==> src/rtl/itp_pkg.sv <==
// Constants and types for the interval timer programming and readback block
// ----------------------------------------------------------------------
// Operation
// - Ports 40H-42H address channels 0-2; 43H is their control port.
// - Port 44H is channel 3, 47H its control port; 45H, 46H reserved.
// - Count ports are 8 bits, using low, high or low-then-high byte order.
// - First control port governs channels 0-2; second governs channel 3.
// - Control word sets channel, mode, binary or BCD, and byte order.
// - Writing a count never alters the channel's programmed mode.
// - Control word write resets channel control at once, defines output.
// - Plain read returns live count; valid only with timer clock held.
// - Only channels 2 and 3 have external gates; 0 and 1 tied on.
// - Latch command has its own two-bit code plus channel bits.
// - Latch freezes count until fully read or reprogrammed.
// - Repeated latch before reading is ignored; first value kept.
// - Latched count read in programmed format; other channels may interleave.
// - Read and write byte order tracked separately per channel.
// - Read-back selects several channels; each unlatches on its own.
// - Repeated read-back count latch before reading is ignored.
// - Read-back can latch status with mode and output pin level.
// - Status has null-count flag until count reaches counting element.
// - With status and count latched, status reads first, then count.
// ----------------------------------------------------------------------
package itp_pkg;
   localparam int unsigned NUM_CH = 4;
   localparam logic [7:0] ADDR_CH0 = 8'h40;
   localparam logic [7:0] ADDR_CH1 = 8'h41;
   localparam logic [7:0] ADDR_CH2 = 8'h42;
   localparam logic [7:0] ADDR_CWR_LO = 8'h43;
   localparam logic [7:0] ADDR_CH3 = 8'h44;
   localparam logic [7:0] ADDR_RSVD_A = 8'h45;
   localparam logic [7:0] ADDR_RSVD_B = 8'h46;
   localparam logic [7:0] ADDR_CWR_HI = 8'h47;
   localparam logic [7:0] RSVD_RDATA = 8'h00;
   // Control word fields
   localparam int unsigned CW_SC_HI = 7;
   localparam int unsigned CW_SC_LO = 6;
   localparam int unsigned CW_RW_HI = 5;
   localparam int unsigned CW_RW_LO = 4;
   localparam int unsigned CW_MODE_HI = 3;
   localparam int unsigned CW_MODE_LO = 1;
   localparam int unsigned CW_BCD = 0;
   localparam int unsigned RB_NCOUNT = 5;
   localparam int unsigned RB_NSTATUS = 4;
   localparam int unsigned RB_SEL_CH0 = 1;
   localparam int unsigned RB_SEL_CH2 = 3;
   localparam logic [1:0] SC_READBACK = 2'h3;
   localparam logic [1:0] SC_CH3 = 2'h0;
   typedef enum logic [1:0] {
      RW_LATCH = 2'b00,
      RW_LSB = 2'b01,
      RW_MSB = 2'b10,
      RW_BOTH = 2'b11
   } itp_rw_t;
   typedef struct packed {
      logic [2:0] mode;
      logic bcd;
      itp_rw_t rw;
      logic wr_hi;
      logic rd_hi;
      logic cl;
      logic [15:0] ol;
      logic sl;
      logic [7:0] sts;
      logic [15:0] cr;
      logic nul;
   } itp_chan_t;
   localparam itp_chan_t CH_RST = '0;
endpackage : itp_pkg

==> src/rtl/itp_bus_if.sv <==
// Decoded port access carried from the decoder to the channel core
`timescale 1ns/1ps
`default_nettype none
interface itp_bus_if #(parameter int unsigned NCH = 4);
   logic [NCH-1:0] wr;
   logic [NCH-1:0] rd;
   logic [NCH-1:0] prog;
   logic [NCH-1:0] lat_cnt;
   logic [NCH-1:0] lat_sts;
   logic rsvd;
   logic [7:0] data;
   modport dec (output wr, rd, prog, lat_cnt, lat_sts, rsvd, data);
   modport core (input wr, rd, prog, lat_cnt, lat_sts, rsvd, data);
endinterface : itp_bus_if
`default_nettype wire

==> src/rtl/itp_timer_prog.sv <==
// Interval timer programming, latching and readback top
`timescale 1ns/1ps
`default_nettype none
module itp_timer_prog
   import itp_pkg::*;
#(
   parameter int unsigned NCH = NUM_CH
)
(
   // Clock and reset
   input wire logic CLK_SYS,
   input wire logic NRST,
   // Host port bus
   input wire logic [7:0] ADDR,
   input wire logic WR_STB,
   input wire logic RD_STB,
   input wire logic [7:0] WDATA,
   output logic [7:0] RDATA,
   output logic RD_ACK,
   // Counting element status
   input wire logic [16*NCH-1:0] CE_COUNT,
   input wire logic [NCH-1:0] CE_LOADED,
   input wire logic [NCH-1:0] CHANNEL_OUTPUT_PIN,
   // Gates
   input wire logic GATE_CH2,
   input wire logic GATE_CH3,
   output logic [NCH-1:0] CH_GATE,
   // Channel programming to counting element
   output logic [3*NCH-1:0] CH_MODE,
   output logic [NCH-1:0] CH_BCD,
   output logic [16*NCH-1:0] PENDING_COUNT_HOLDER,
   output logic [NCH-1:0] CH_LOAD,
   output logic [NCH-1:0] CH_CTRL_RST
);
   generate
      if (NCH != NUM_CH)
      begin : g_bad_nch
         $error("itp_timer_prog: port map serves exactly four channels");
      end
   endgenerate

   // ----------------------------------------------------------------
   // Decode
   // ----------------------------------------------------------------
   itp_bus_if #(.NCH(NCH)) bi ();

   itp_cw_dec u_dec (
      .addr(ADDR),
      .wr_stb(WR_STB),
      .rd_stb(RD_STB),
      .wdata(WDATA),
      .bo(bi)
   );

   // ----------------------------------------------------------------
   // Channel state
   // ----------------------------------------------------------------
   itp_chan_t ch_ff [NCH];
   itp_chan_t nxt_ch [NCH];
   logic [NCH-1:0] ld_ff;
   logic [NCH-1:0] nxt_ld;
   logic [NCH-1:0] rst_ff;
   logic [NCH-1:0] nxt_rst;
   logic [7:0] rdata_ff;
   logic [7:0] nxt_rdata;
   logic rdack_ff;
   logic nxt_rdack;
   logic [7:0] rbyte [NCH];

   for (genvar g = 0; g < NCH; g++)
   begin : g_rsel
      itp_rd_sel u_rsel (
         .ch(ch_ff[g]),
         .ce(CE_COUNT[16*g +: 16]),
         .rbyte(rbyte[g])
      );
   end

   always_comb
   begin
      itp_chan_t c;
      c = CH_RST;
      nxt_rdata = RSVD_RDATA;
      nxt_rdack = RD_STB;
      for (int i = 0; i < NCH; i++)
      begin
         c = ch_ff[i];
         nxt_ld[i] = 1'b0;
         nxt_rst[i] = 1'b0;
         if (CE_LOADED[i])
            c.nul = 1'b0;
         if (bi.prog[i])
         begin
            c.mode = bi.data[CW_MODE_HI:CW_MODE_LO];
            c.bcd = bi.data[CW_BCD];
            c.rw = itp_rw_t'(bi.data[CW_RW_HI:CW_RW_LO]);
            c.wr_hi = 1'b0;
            c.rd_hi = 1'b0;
            c.cl = 1'b0;
            c.sl = 1'b0;
            c.nul = 1'b1;
            nxt_rst[i] = 1'b1;
         end
         if (bi.lat_cnt[i] && !ch_ff[i].cl)
         begin
            c.cl = 1'b1;
            c.ol = CE_COUNT[16*i +: 16];
         end
         if (bi.lat_sts[i] && !ch_ff[i].sl)
         begin
            c.sl = 1'b1;
            c.sts = {CHANNEL_OUTPUT_PIN[i], ch_ff[i].nul, ch_ff[i].rw,
                     ch_ff[i].mode, ch_ff[i].bcd};
         end
         if (bi.wr[i])
         begin
            // Mode fields stay untouched here
            case (ch_ff[i].rw)
               RW_LSB:
               begin
                  c.cr = {8'h00, bi.data};
                  nxt_ld[i] = 1'b1;
               end
               RW_MSB:
               begin
                  c.cr = {bi.data, 8'h00};
                  nxt_ld[i] = 1'b1;
               end
               RW_BOTH:
               begin
                  if (!ch_ff[i].wr_hi)
                     c.cr[7:0] = bi.data;
                  else
                     c.cr[15:8] = bi.data;
                  c.wr_hi = !ch_ff[i].wr_hi;
                  nxt_ld[i] = ch_ff[i].wr_hi;
               end
               default:
               begin
               end
            endcase
            if (nxt_ld[i])
               c.nul = 1'b1;
         end
         if (bi.rd[i])
         begin
            nxt_rdata = rbyte[i];
            if (ch_ff[i].sl)
               c.sl = 1'b0;
            else if (ch_ff[i].rw == RW_BOTH && !ch_ff[i].rd_hi)
               c.rd_hi = 1'b1;
            else
            begin
               c.rd_hi = 1'b0;
               c.cl = 1'b0;
            end
         end
         nxt_ch[i] = c;
      end
   end

   always_ff @(posedge CLK_SYS or negedge NRST)
   begin
      if (!NRST)
      begin
         for (int i = 0; i < NCH; i++)
            ch_ff[i] <= CH_RST;
         ld_ff <= '0;
         rst_ff <= '0;
         rdata_ff <= RSVD_RDATA;
         rdack_ff <= 1'b0;
      end
      else
      begin
         for (int i = 0; i < NCH; i++)
            ch_ff[i] <= nxt_ch[i];
         ld_ff <= nxt_ld;
         rst_ff <= nxt_rst;
         rdata_ff <= nxt_rdata;
         rdack_ff <= nxt_rdack;
      end
   end

   // ----------------------------------------------------------------
   // Outputs
   // ----------------------------------------------------------------
   assign RDATA = rdata_ff;
   assign RD_ACK = rdack_ff;
   assign CH_LOAD = ld_ff;
   assign CH_CTRL_RST = rst_ff;
   assign CH_GATE = {GATE_CH3, GATE_CH2, 2'b11};

   for (genvar g = 0; g < NCH; g++)
   begin : g_out
      assign CH_MODE[3*g +: 3] = ch_ff[g].mode;
      assign CH_BCD[g] = ch_ff[g].bcd;
      assign PENDING_COUNT_HOLDER[16*g +: 16] = ch_ff[g].cr;
   end

   for (genvar g = 0; g < NCH; g++)
   begin : g_chk

   end
endmodule : itp_timer_prog
`default_nettype wire

==> src/rtl/itp_cw_dec.sv <==
// Port address and control word decoder
`timescale 1ns/1ps
`default_nettype none
module itp_cw_dec
   import itp_pkg::*;
(
   // Host port access
   input wire logic [7:0] addr,
   input wire logic wr_stb,
   input wire logic rd_stb,
   input wire logic [7:0] wdata,
   // Decoded access
   itp_bus_if.dec bo
);
   function automatic logic [3:0] one_hot(input logic [1:0] idx);
      one_hot = 4'h1 << idx;
   endfunction : one_hot

   logic [1:0] sc;
   logic [1:0] rw;
   logic [3:0] rbsel;

   assign sc = wdata[CW_SC_HI:CW_SC_LO];
   assign rw = wdata[CW_RW_HI:CW_RW_LO];
   assign bo.data = wdata;

   always_comb
   begin
      bo.wr = '0;
      bo.rd = '0;
      bo.prog = '0;
      bo.lat_cnt = '0;
      bo.lat_sts = '0;
      bo.rsvd = 1'b0;
      rbsel = '0;
      if (addr == ADDR_CH0 || addr == ADDR_CH1 || addr == ADDR_CH2)
      begin
         bo.wr = wr_stb ? one_hot(addr[1:0]) : 4'h0;
         bo.rd = rd_stb ? one_hot(addr[1:0]) : 4'h0;
      end
      else if (addr == ADDR_CH3)
      begin
         bo.wr = wr_stb ? one_hot(2'h3) : 4'h0;
         bo.rd = rd_stb ? one_hot(2'h3) : 4'h0;
      end
      else if (addr == ADDR_CWR_LO && wr_stb)
      begin
         if (sc == SC_READBACK)
         begin
            rbsel = {1'b0, wdata[RB_SEL_CH2:RB_SEL_CH0]};
            bo.lat_cnt = wdata[RB_NCOUNT] ? 4'h0 : rbsel;
            bo.lat_sts = wdata[RB_NSTATUS] ? 4'h0 : rbsel;
         end
         else if (rw == RW_LATCH)
            bo.lat_cnt = one_hot(sc);
         else
            bo.prog = one_hot(sc);
      end
      else if (addr == ADDR_CWR_HI && wr_stb)
      begin
         if (sc == SC_READBACK)
         begin
            rbsel = {wdata[RB_SEL_CH0], 3'h0};
            bo.lat_cnt = wdata[RB_NCOUNT] ? 4'h0 : rbsel;
            bo.lat_sts = wdata[RB_NSTATUS] ? 4'h0 : rbsel;
         end
         else if (sc == SC_CH3 && rw == RW_LATCH)
            bo.lat_cnt = one_hot(2'h3);
         else if (sc == SC_CH3)
            bo.prog = one_hot(2'h3);
      end
      else if (addr == ADDR_RSVD_A || addr == ADDR_RSVD_B)
         bo.rsvd = wr_stb | rd_stb;
   end
endmodule : itp_cw_dec
`default_nettype wire

==> src/rtl/itp_rd_sel.sv <==
// Byte selection for one channel's count port read
`timescale 1ns/1ps
`default_nettype none
module itp_rd_sel
   import itp_pkg::*;
(
   // Channel state
   input wire itp_chan_t ch,
   input wire logic [15:0] ce,
   // Byte returned
   output logic [7:0] rbyte
);
   logic [15:0] val;

   // Held value while latched, live counting element otherwise
   assign val = ch.cl ? ch.ol : ce;

   always_comb
   begin
      if (ch.sl)
         rbyte = ch.sts;
      else if (ch.rw == RW_MSB)
         rbyte = val[15:8];
      else if (ch.rw == RW_BOTH && ch.rd_hi)
         rbyte = val[15:8];
      else
         rbyte = val[7:0];
   end
endmodule : itp_rd_sel
`default_nettype wire

==> config.mk <==
export PLATFORM = sky130hd
export DESIGN_NAME = itp_timer_prog
export DESIGN_NICKNAME = d
export VERILOG_FILES = /design/src/rtl/itp_pkg.sv /design/src/rtl/itp_bus_if.sv /design/src/rtl/itp_timer_prog.sv /design/src/rtl/itp_cw_dec.sv /design/src/rtl/itp_rd_sel.sv
export SDC_FILE = /design/constraint.sdc
export NUM_CORES = 1
export LEC_CHECK = 0
export ABC_AREA = 1
export BUFFER_PORTS_ARGS = -buffer_cell sky130_fd_sc_hd__buf_2
export CAP_MARGIN = 20
export CORE_MARGIN = 1
export CORE_UTILIZATION = 61
export DETAILED_ROUTE_END_ITERATION = 10
export MAX_ROUTING_LAYER = met4
export PLACE_DENSITY_LB_ADDON = 0.2
export SYNTH_ARGS = -nofsm -noshare
export SYNTH_HDL_FRONTEND = slang
export SYNTH_SLANG_ARGS = --single-unit
export TNS_END_PERCENT = 20
==> constraint.sdc <==
create_clock -name CLK_SYS -period 3.2 [get_ports CLK_SYS]
set_input_delay 0.48 -clock CLK_SYS [delete_from_list [all_inputs] [get_ports CLK_SYS]]
set_output_delay 0.48 -clock CLK_SYS [all_outputs]
set_load 0.03 [all_outputs]
; Word-level counts from Yosys, hierarchy flattened
; Index checks and enable logic that the tools add are counted.
[word_totals]
ff_bits = 221
input_bits = 94
output_inout_bits = 101
word_cells = 283
[classes]
eq_ne = 27
shift = 2
mux = 147
reduce_logical = 55
[op_table]
columns = operator, n
row1 = 8-bit two-way mux, 24
row2 = 16-bit case mux with 3 select lines, 4
row3 = 4-bit two-way mux, 33
row4 = 17-bit two-way mux, 4
row5 = 16-bit two-way mux, 4
row6 = 1-bit two-way mux, 56
row7 = "8-bit by 7-bit == test with 1-bit output, second input constant", 6
row8 = 9-bit two-way mux, 4
row9 = 3-bit AND reduction, 8
row10 = 1-bit logical AND, 19
row11 = "2-bit == test, second input constant", 9
row12 = 3-bit two-way mux, 6
row13 = 1-bit zero test, 16
row14 = 2-bit two-way mux, 8
row15 = "2-bit != test, second input constant", 8
row16 = 3-bit nonzero test, 4
row17 = "2-bit by 1-bit == test with 1-bit output, second input constant", 4
row18 = 1-bit case mux with 2 select lines, 4
row19 = 2-bit OR reduction, 4
row20 = "1-bit by 2-bit << shifter with 4-bit output, first input constant", 2
row21 = 2-bit zero test, 2
row22 = 1-bit logical OR, 2

; Longest topological paths before layout
[depth]
word_depth = 13
mapped_depth = 11
depth_no_buf = 11

; Hierarchy
; A second synthesis with hierarchy kept.
[unflattened]
hier_cells = 1717
area_unflattened_um2 = 12804.8
[by_module_without_submodules]
columns = mod, instances, cells_each, area_per_inst_um2, seq_area_each_um2
row1 = itp_timer_prog, 1, 1111, 10099.7, 5530.3
row2 = itp_rd_sel, 4, 131, 570.5, 0.0
row3 = itp_cw_dec, 1, 82, 422.9, 0.0

; Worst setup path after synthesis
; Ideal clock, no wire load.
[synth_timing]
kind = input to register
startpoint = input ADDR[5]
endpoint = register ch_ff[82] (netlist bit)
setup_ns = 0.117
t_arrival_ns = 1.560
required_ns = 3.083
slack_ns = 1.523
path_stages = 10
n_path_buf = 2
path_cell_list = nor2_2 nand3_2 buf_6 clkinv_2 nand3_4 nor2_8 inv_2 buf_6 nor2_1 nor2_1
[synth_via]
elab_chain_cells = 7
elab_cells_between_ends = 15
classes_between = eq/ne: 6 / mux: 4 / reduce/logical: 5
[synth_rtl]
columns = item, line
row1 = "start, declared", itp_timer_prog.sv:14  ; input wire logic [7:0] ADDR,
row2 = 8-bit by 7-bit == test with 1-bit output, itp_cw_dec.sv:59  ; else if (addr == ADDR_CWR_HI && wr_stb)
row3 = 1-bit logical AND, itp_cw_dec.sv:59
row4 = 4-bit two-way mux, itp_cw_dec.sv:59
row5 = 4-bit two-way mux, itp_cw_dec.sv:46  ; else if (addr == ADDR_CWR_LO && wr_stb)
row6 = 4-bit two-way mux, itp_cw_dec.sv:41  ; else if (addr == ADDR_CH3)
row7 = 4-bit two-way mux (*), itp_cw_dec.sv:36  ; if (addr == ADDR_CH0 || addr == ADDR_CH1 || addr == ADDR_CH2)
row8 = 1-bit logical AND (*), itp_timer_prog.sv:104  ; if (bi.lat_cnt[i] && !ch_ff[i].cl)
row9 = "end signal, assigned by index", itp_timer_prog.sv:176  ; ch_ff[i] <= nxt_ch[i];
row10 = "end, declared", itp_timer_prog.sv:58  ; itp_chan_t ch_ff [NCH];
; Every way passes the cells marked *; elsewhere a longest branch is shown, timed or not.
; A chain may end at the register's enable or synchronous reset.

; Worst setup path in the final report
[layout_timing]
startpoint = register ch_ff[195] (netlist bit)
endpoint = register rdata_ff[5], in the netlist RDATA[5]
[layout_via]
elab_chain_cells = 8
[layout_rtl]
columns = item, line
row1 = 16-bit two-way mux (*), itp_rd_sel.sv:16  ; assign val = ch.cl ? ch.ol : ce;
row2 = 8-bit two-way mux, itp_rd_sel.sv:24  ; else if (ch.rw == RW_BOTH && ch.rd_hi)
row3 = 8-bit two-way mux (*), itp_rd_sel.sv:22  ; else if (ch.rw == RW_MSB)
row4 = 8-bit two-way mux (*), itp_rd_sel.sv:20  ; if (ch.sl)
row5 = 8-bit two-way mux (*) (4 in a row), itp_timer_prog.sv:145  ; if (bi.rd[i])
row6 = net nxt_rdata[5], itp_timer_prog.sv:65  ; logic [7:0] nxt_rdata;
row7 = "end signal, assigned", itp_timer_prog.sv:179  ; rdata_ff <= nxt_rdata;
row8 = "end, declared", itp_timer_prog.sv:64  ; logic [7:0] rdata_ff;
; Mark *: on every way through the listed nets, which the timed path passes. The rest lies on a longest branch.

==> run summary <==
CLOCKING
-------------------------------------------------------------------------------------
Root buffer cell                                                         sky130_fd_sc_hd__clkbuf_16
Post-cts repair resize count                                                        0
Insertion delay to the later sink of the worst-skew pair                       500 ps
Clock-pin transition on the worst setup and hold timing paths                   60 ps
Clock buffers created by TritonCTS                                                 23
Level count of the clock H-tree                                                     1
CTS tree                                                                          yes
CTS hold repair buffers                                                             0
Clock tree sinks                                                                  221
Number of buffers inserted to repair setup after CTS                                0
Maximum clock insertion buffer count                                                3

PLACEMENT
-------------------------------------------------------------------------------------
Cell Count Post-Placement                                                       1,819
DP HPWL                                                                     20,900 µm
IO Port Bufs                                                                      188
Final GP Congestion                                                             0.913

WORST SETUP PATH
-------------------------------------------------------------------------------------
CP max FO                                                                          19
Worst setup EP type                                                              flop
Element type at the critical path start                                          flop
Flop-to-flop setup slack                                                       870 ps
Slowest cell on the critical path                                        sky130_fd_sc_hd__dfrtp_1
Signal arrival time at the worst endpoint                                     2650 ps
Stage delay of the slowest cell on the critical path                           670 ps
Critical path, cell by cell                                              clkinv_1 > nor2_1 > nor2_1 > nand2_1 > nand3_1 > nand3_1 > nand4_1
Worst path required time                                                      3520 ps
Setup CP Type                                                                 reg2reg

LOGIC SYNTHESIS
-------------------------------------------------------------------------------------
Total of flip-flops plus latches after synthesis                                  221
Portion of the post-synthesis area used by sequential elements                  47.3%
Number of warnings issued by yosys                                                  0
Instance count of the mapped netlist                                            1,531
Area share of the largest cell type after synthesis                             47.3%
Top area cells in the synthesized netlist                                sky130_fd_sc_hd__dfrtp_1 47%, sky130_fd_sc_hd__nand2_1 18%, sky130_fd_sc_hd__buf_4 5.7%, sky130_fd_sc_hd__nor2_1 5.7%, sky130_fd_sc_hd__o21ai_0 5.6%
Mapped cell area                                                           11,700 µm²
Top cell type by total area after synthesis                              sky130_fd_sc_hd__dfrtp_1
Mean cell area of the mapped netlist                                         7.64 µm²
Post-synthesis cell type count                                                     37

TIMING
-------------------------------------------------------------------------------------
Worst-Margin Slew                                                              823 ps
Post-route minimum period                                                     2330 ps
Worst hold slack after final layout                                          -17.1 ps
Setup TNS Final                                                                  0 ps
Max Clock Skew                                                                7.97 ps
RSZ-0062 raised after global routing                                               no
Final setup violation count                                                         0
Slew HR                                                                         45.1%
Fin. Hold Viols                                                                    18
Final critical-path share of the clock period                                   72.7%
Maximum clock frequency                                                       430 MHz
Number of pins with negative max-slew slack in the final report                     0

FLOORPLAN
-------------------------------------------------------------------------------------
Horizontal die dimension                                                       140 µm
Row count                                                                          50
Starting utilization of the core area                                           62.3%
I/O pins                                                                          195
Die Span Y                                                                     140 µm
Core area                                                                  18,800 µm²
Die Area                                                                   19,700 µm²

LAYOUT
-------------------------------------------------------------------------------------
Most frequent standard cell in the layout excluding fill and tap cells   sky130_fd_sc_hd__nand2_1
Diode insertion count for antenna repair                                            0
Commonest non-fill, non-tap cells in the layout                          546 x sky130_fd_sc_hd__nand2_1, 221 x sky130_fd_sc_hd__dfrtp_1, 187 x sky130_fd_sc_hd__buf_2, 176 x sky130_fd_sc_hd__nor2_1, 131 x sky130_fd_sc_hd__o21ai_0
Non-filler instance count after layout                                          1,858
Area used by sequential logic in the layout                                  5530 µm²
Synth-to-layout area growth                                                     9.75%
Total Nets Final                                                                1,716
Filler cells                                                                    1,609
Fraction of layout instances using a drive strength above 1                     17.0%
Area of the multi-input gates                                                4870 µm²

MIN PATH
-------------------------------------------------------------------------------------
Type of the tightest min-delay check                                         in2async

ROUTE
-------------------------------------------------------------------------------------
Avg Vias per Cell                                                                5.45
DRC errors left                                                                     0
Wire length reported by the detailed router                                 29,700 µm
Count of nets left with antenna violations after detail routing                     0
Initial DRC count                                                                 878
Vias                                                                           10,124
Per-cell routed wire length                                                   16.0 µm
First-pass iteration count of the detailed router                                   5

POWER
-------------------------------------------------------------------------------------
Final total power                                                             5.96 mW
Peak VDD IR                                                                    375 µV
Leakage power                                                                 6.97 nW
Pwr dens                                                                   464 nW/µm²

GRT
-------------------------------------------------------------------------------------
Total global routing overflow                                                       0
Pin count of the biggest net entering global routing                               76
Via count of the first global-routing pass                                      9,093
Initial antenna violation count                                                     0
Overall track demand over capacity in global routing                            31.7%
Wire length of the first global-routing pass                                47,600 µm

STATUS
-------------------------------------------------------------------------------------
Status                                                                   finished, violations left
Violated checks                                                           hold timing

FLOW RUN
-------------------------------------------------------------------------------------
Maximum Capacitance Violations                                                      0

-- synth_stat cells --
cell,count
sky130_fd_sc_hd__conb_1,1
sky130_fd_sc_hd__o21ai_1,10
sky130_fd_sc_hd__nor3_1,31
sky130_fd_sc_hd__o211ai_1,11
sky130_fd_sc_hd__o211ai_4,4
sky130_fd_sc_hd__clkinv_2,1
sky130_fd_sc_hd__dfrtp_1,221
sky130_fd_sc_hd__nand4_1,26
sky130_fd_sc_hd__nor3_2,5
sky130_fd_sc_hd__and2_1,1
sky130_fd_sc_hd__nand3_4,1
sky130_fd_sc_hd__buf_6,8
sky130_fd_sc_hd__clkbuf_1,23
sky130_fd_sc_hd__or2_2,9
sky130_fd_sc_hd__nand3_1,59
sky130_fd_sc_hd__o211ai_2,1
sky130_fd_sc_hd__inv_1,87
sky130_fd_sc_hd__o21ai_0,131
sky130_fd_sc_hd__nor2_2,4
sky130_fd_sc_hd__nor4_1,3
sky130_fd_sc_hd__buf_4,88
sky130_fd_sc_hd__a21oi_1,26
sky130_fd_sc_hd__nand2_2,3
sky130_fd_sc_hd__a21oi_2,1
sky130_fd_sc_hd__nand3_2,3
sky130_fd_sc_hd__o31ai_2,1
sky130_fd_sc_hd__inv_2,2
sky130_fd_sc_hd__nor2_8,1
sky130_fd_sc_hd__nor2_4,7
sky130_fd_sc_hd__ha_1,12
sky130_fd_sc_hd__clkinv_1,3
sky130_fd_sc_hd__nor2_1,176
sky130_fd_sc_hd__nand2_1,546
sky130_fd_sc_hd__nand4_2,1
sky130_fd_sc_hd__buf_1,4
sky130_fd_sc_hd__buf_2,19
sky130_fd_sc_hd__nor3_4,1
-- flip-flops by register name (all words and copies together), names as in the netlist --
signal	flops
RDATA	8
CH_CTRL_RST	4
CH_MODE	12
RD_ACK	1
ch_ff	124
PENDING_COUNT_HOLDER	64
CH_LOAD	4
CH_BCD	4
-- area by class of cell --
type                    count  area share [%]
inverters                  93            2.73
well taps                 234            2.28
clock buffers              28            4.79
flip-flops and latches    221            43.1
repair buffers            195            7.91
clock inverters            11            1.26
multi-input cells        1076            37.9
-- kinds of logic (layout without fill, tap and decap cells) --
logic type	count (synthesis)	after routing	share of synthesized area, %
AND/OR/NAND/NOR	877	877	31.4
buffers and inverters	235	327	11.1
flip-flops	221	221	47.3
AO/OA/AOI/OAI	185	185	8.87
adder cells (fa/ha/maj)	12	12	1.28
other	1	2	0.0321
-- routing by layer --
metal	track usage [%]	routed length, µm	part of all wire [%]
met4	8.01	557	1.9
met1	44.2	13100	44
met3	5.33	2350	7.9
met2	48.5	13700	46
met5	-	0	0
-- path summary, 6_finish.rpt --
check,start,end,cells after the start
setup reg to reg,ch_ff[195]$_DFF_PN0_,RDATA[5]$_DFF_PN0_,7
min in group CLK_SYS,CE_LOADED[1],ch_ff[102]$_DFF_PN0_,2
max in group asynchronous,NRST,ch_ff[179]$_DFFE_PN0P_,2
setup / recovery,ch_ff[195]$_DFF_PN0_,RDATA[5]$_DFF_PN0_,7
hold / removal,NRST,PENDING_COUNT_HOLDER[16]$_DFFE_PN0P_,1
hold reg to reg,ch_ff[18]$_DFFE_PN0P_,ch_ff[18]$_DFFE_PN0P_,2
-- metrics by stage --
step | hold WS, ps | worst slack, ps | area (µm²) | utilization, %
2_1_floorplan | 184 | 1520 | 11700 | -
3_3_place_gp | 447 | 878 | 12100 | 64.2
3_5_place_dp | 457 | 702 | 12100 | 64.2
4_1_cts | 4.03 | 943 | 12800 | 68.4
5_1_grt | 21.1 | 621 | 12800 | 68.4
6_report | -17.1 | 875 | 12800 | 68.4
-- power breakdown --
part           internal, mW  switching (mW)
Sequential             2.81          0.0159
Combinational         0.104           0.248
Clock                  1.68            1.10
-- critical path: cells and delay by family (launching register included) --
family / cells / cell delay, ps
simple gates: 6 / 830
flops: 1 / 670
buf+inv: 1 / 640
Note: power is estimated with default switching activity, not from simulation.
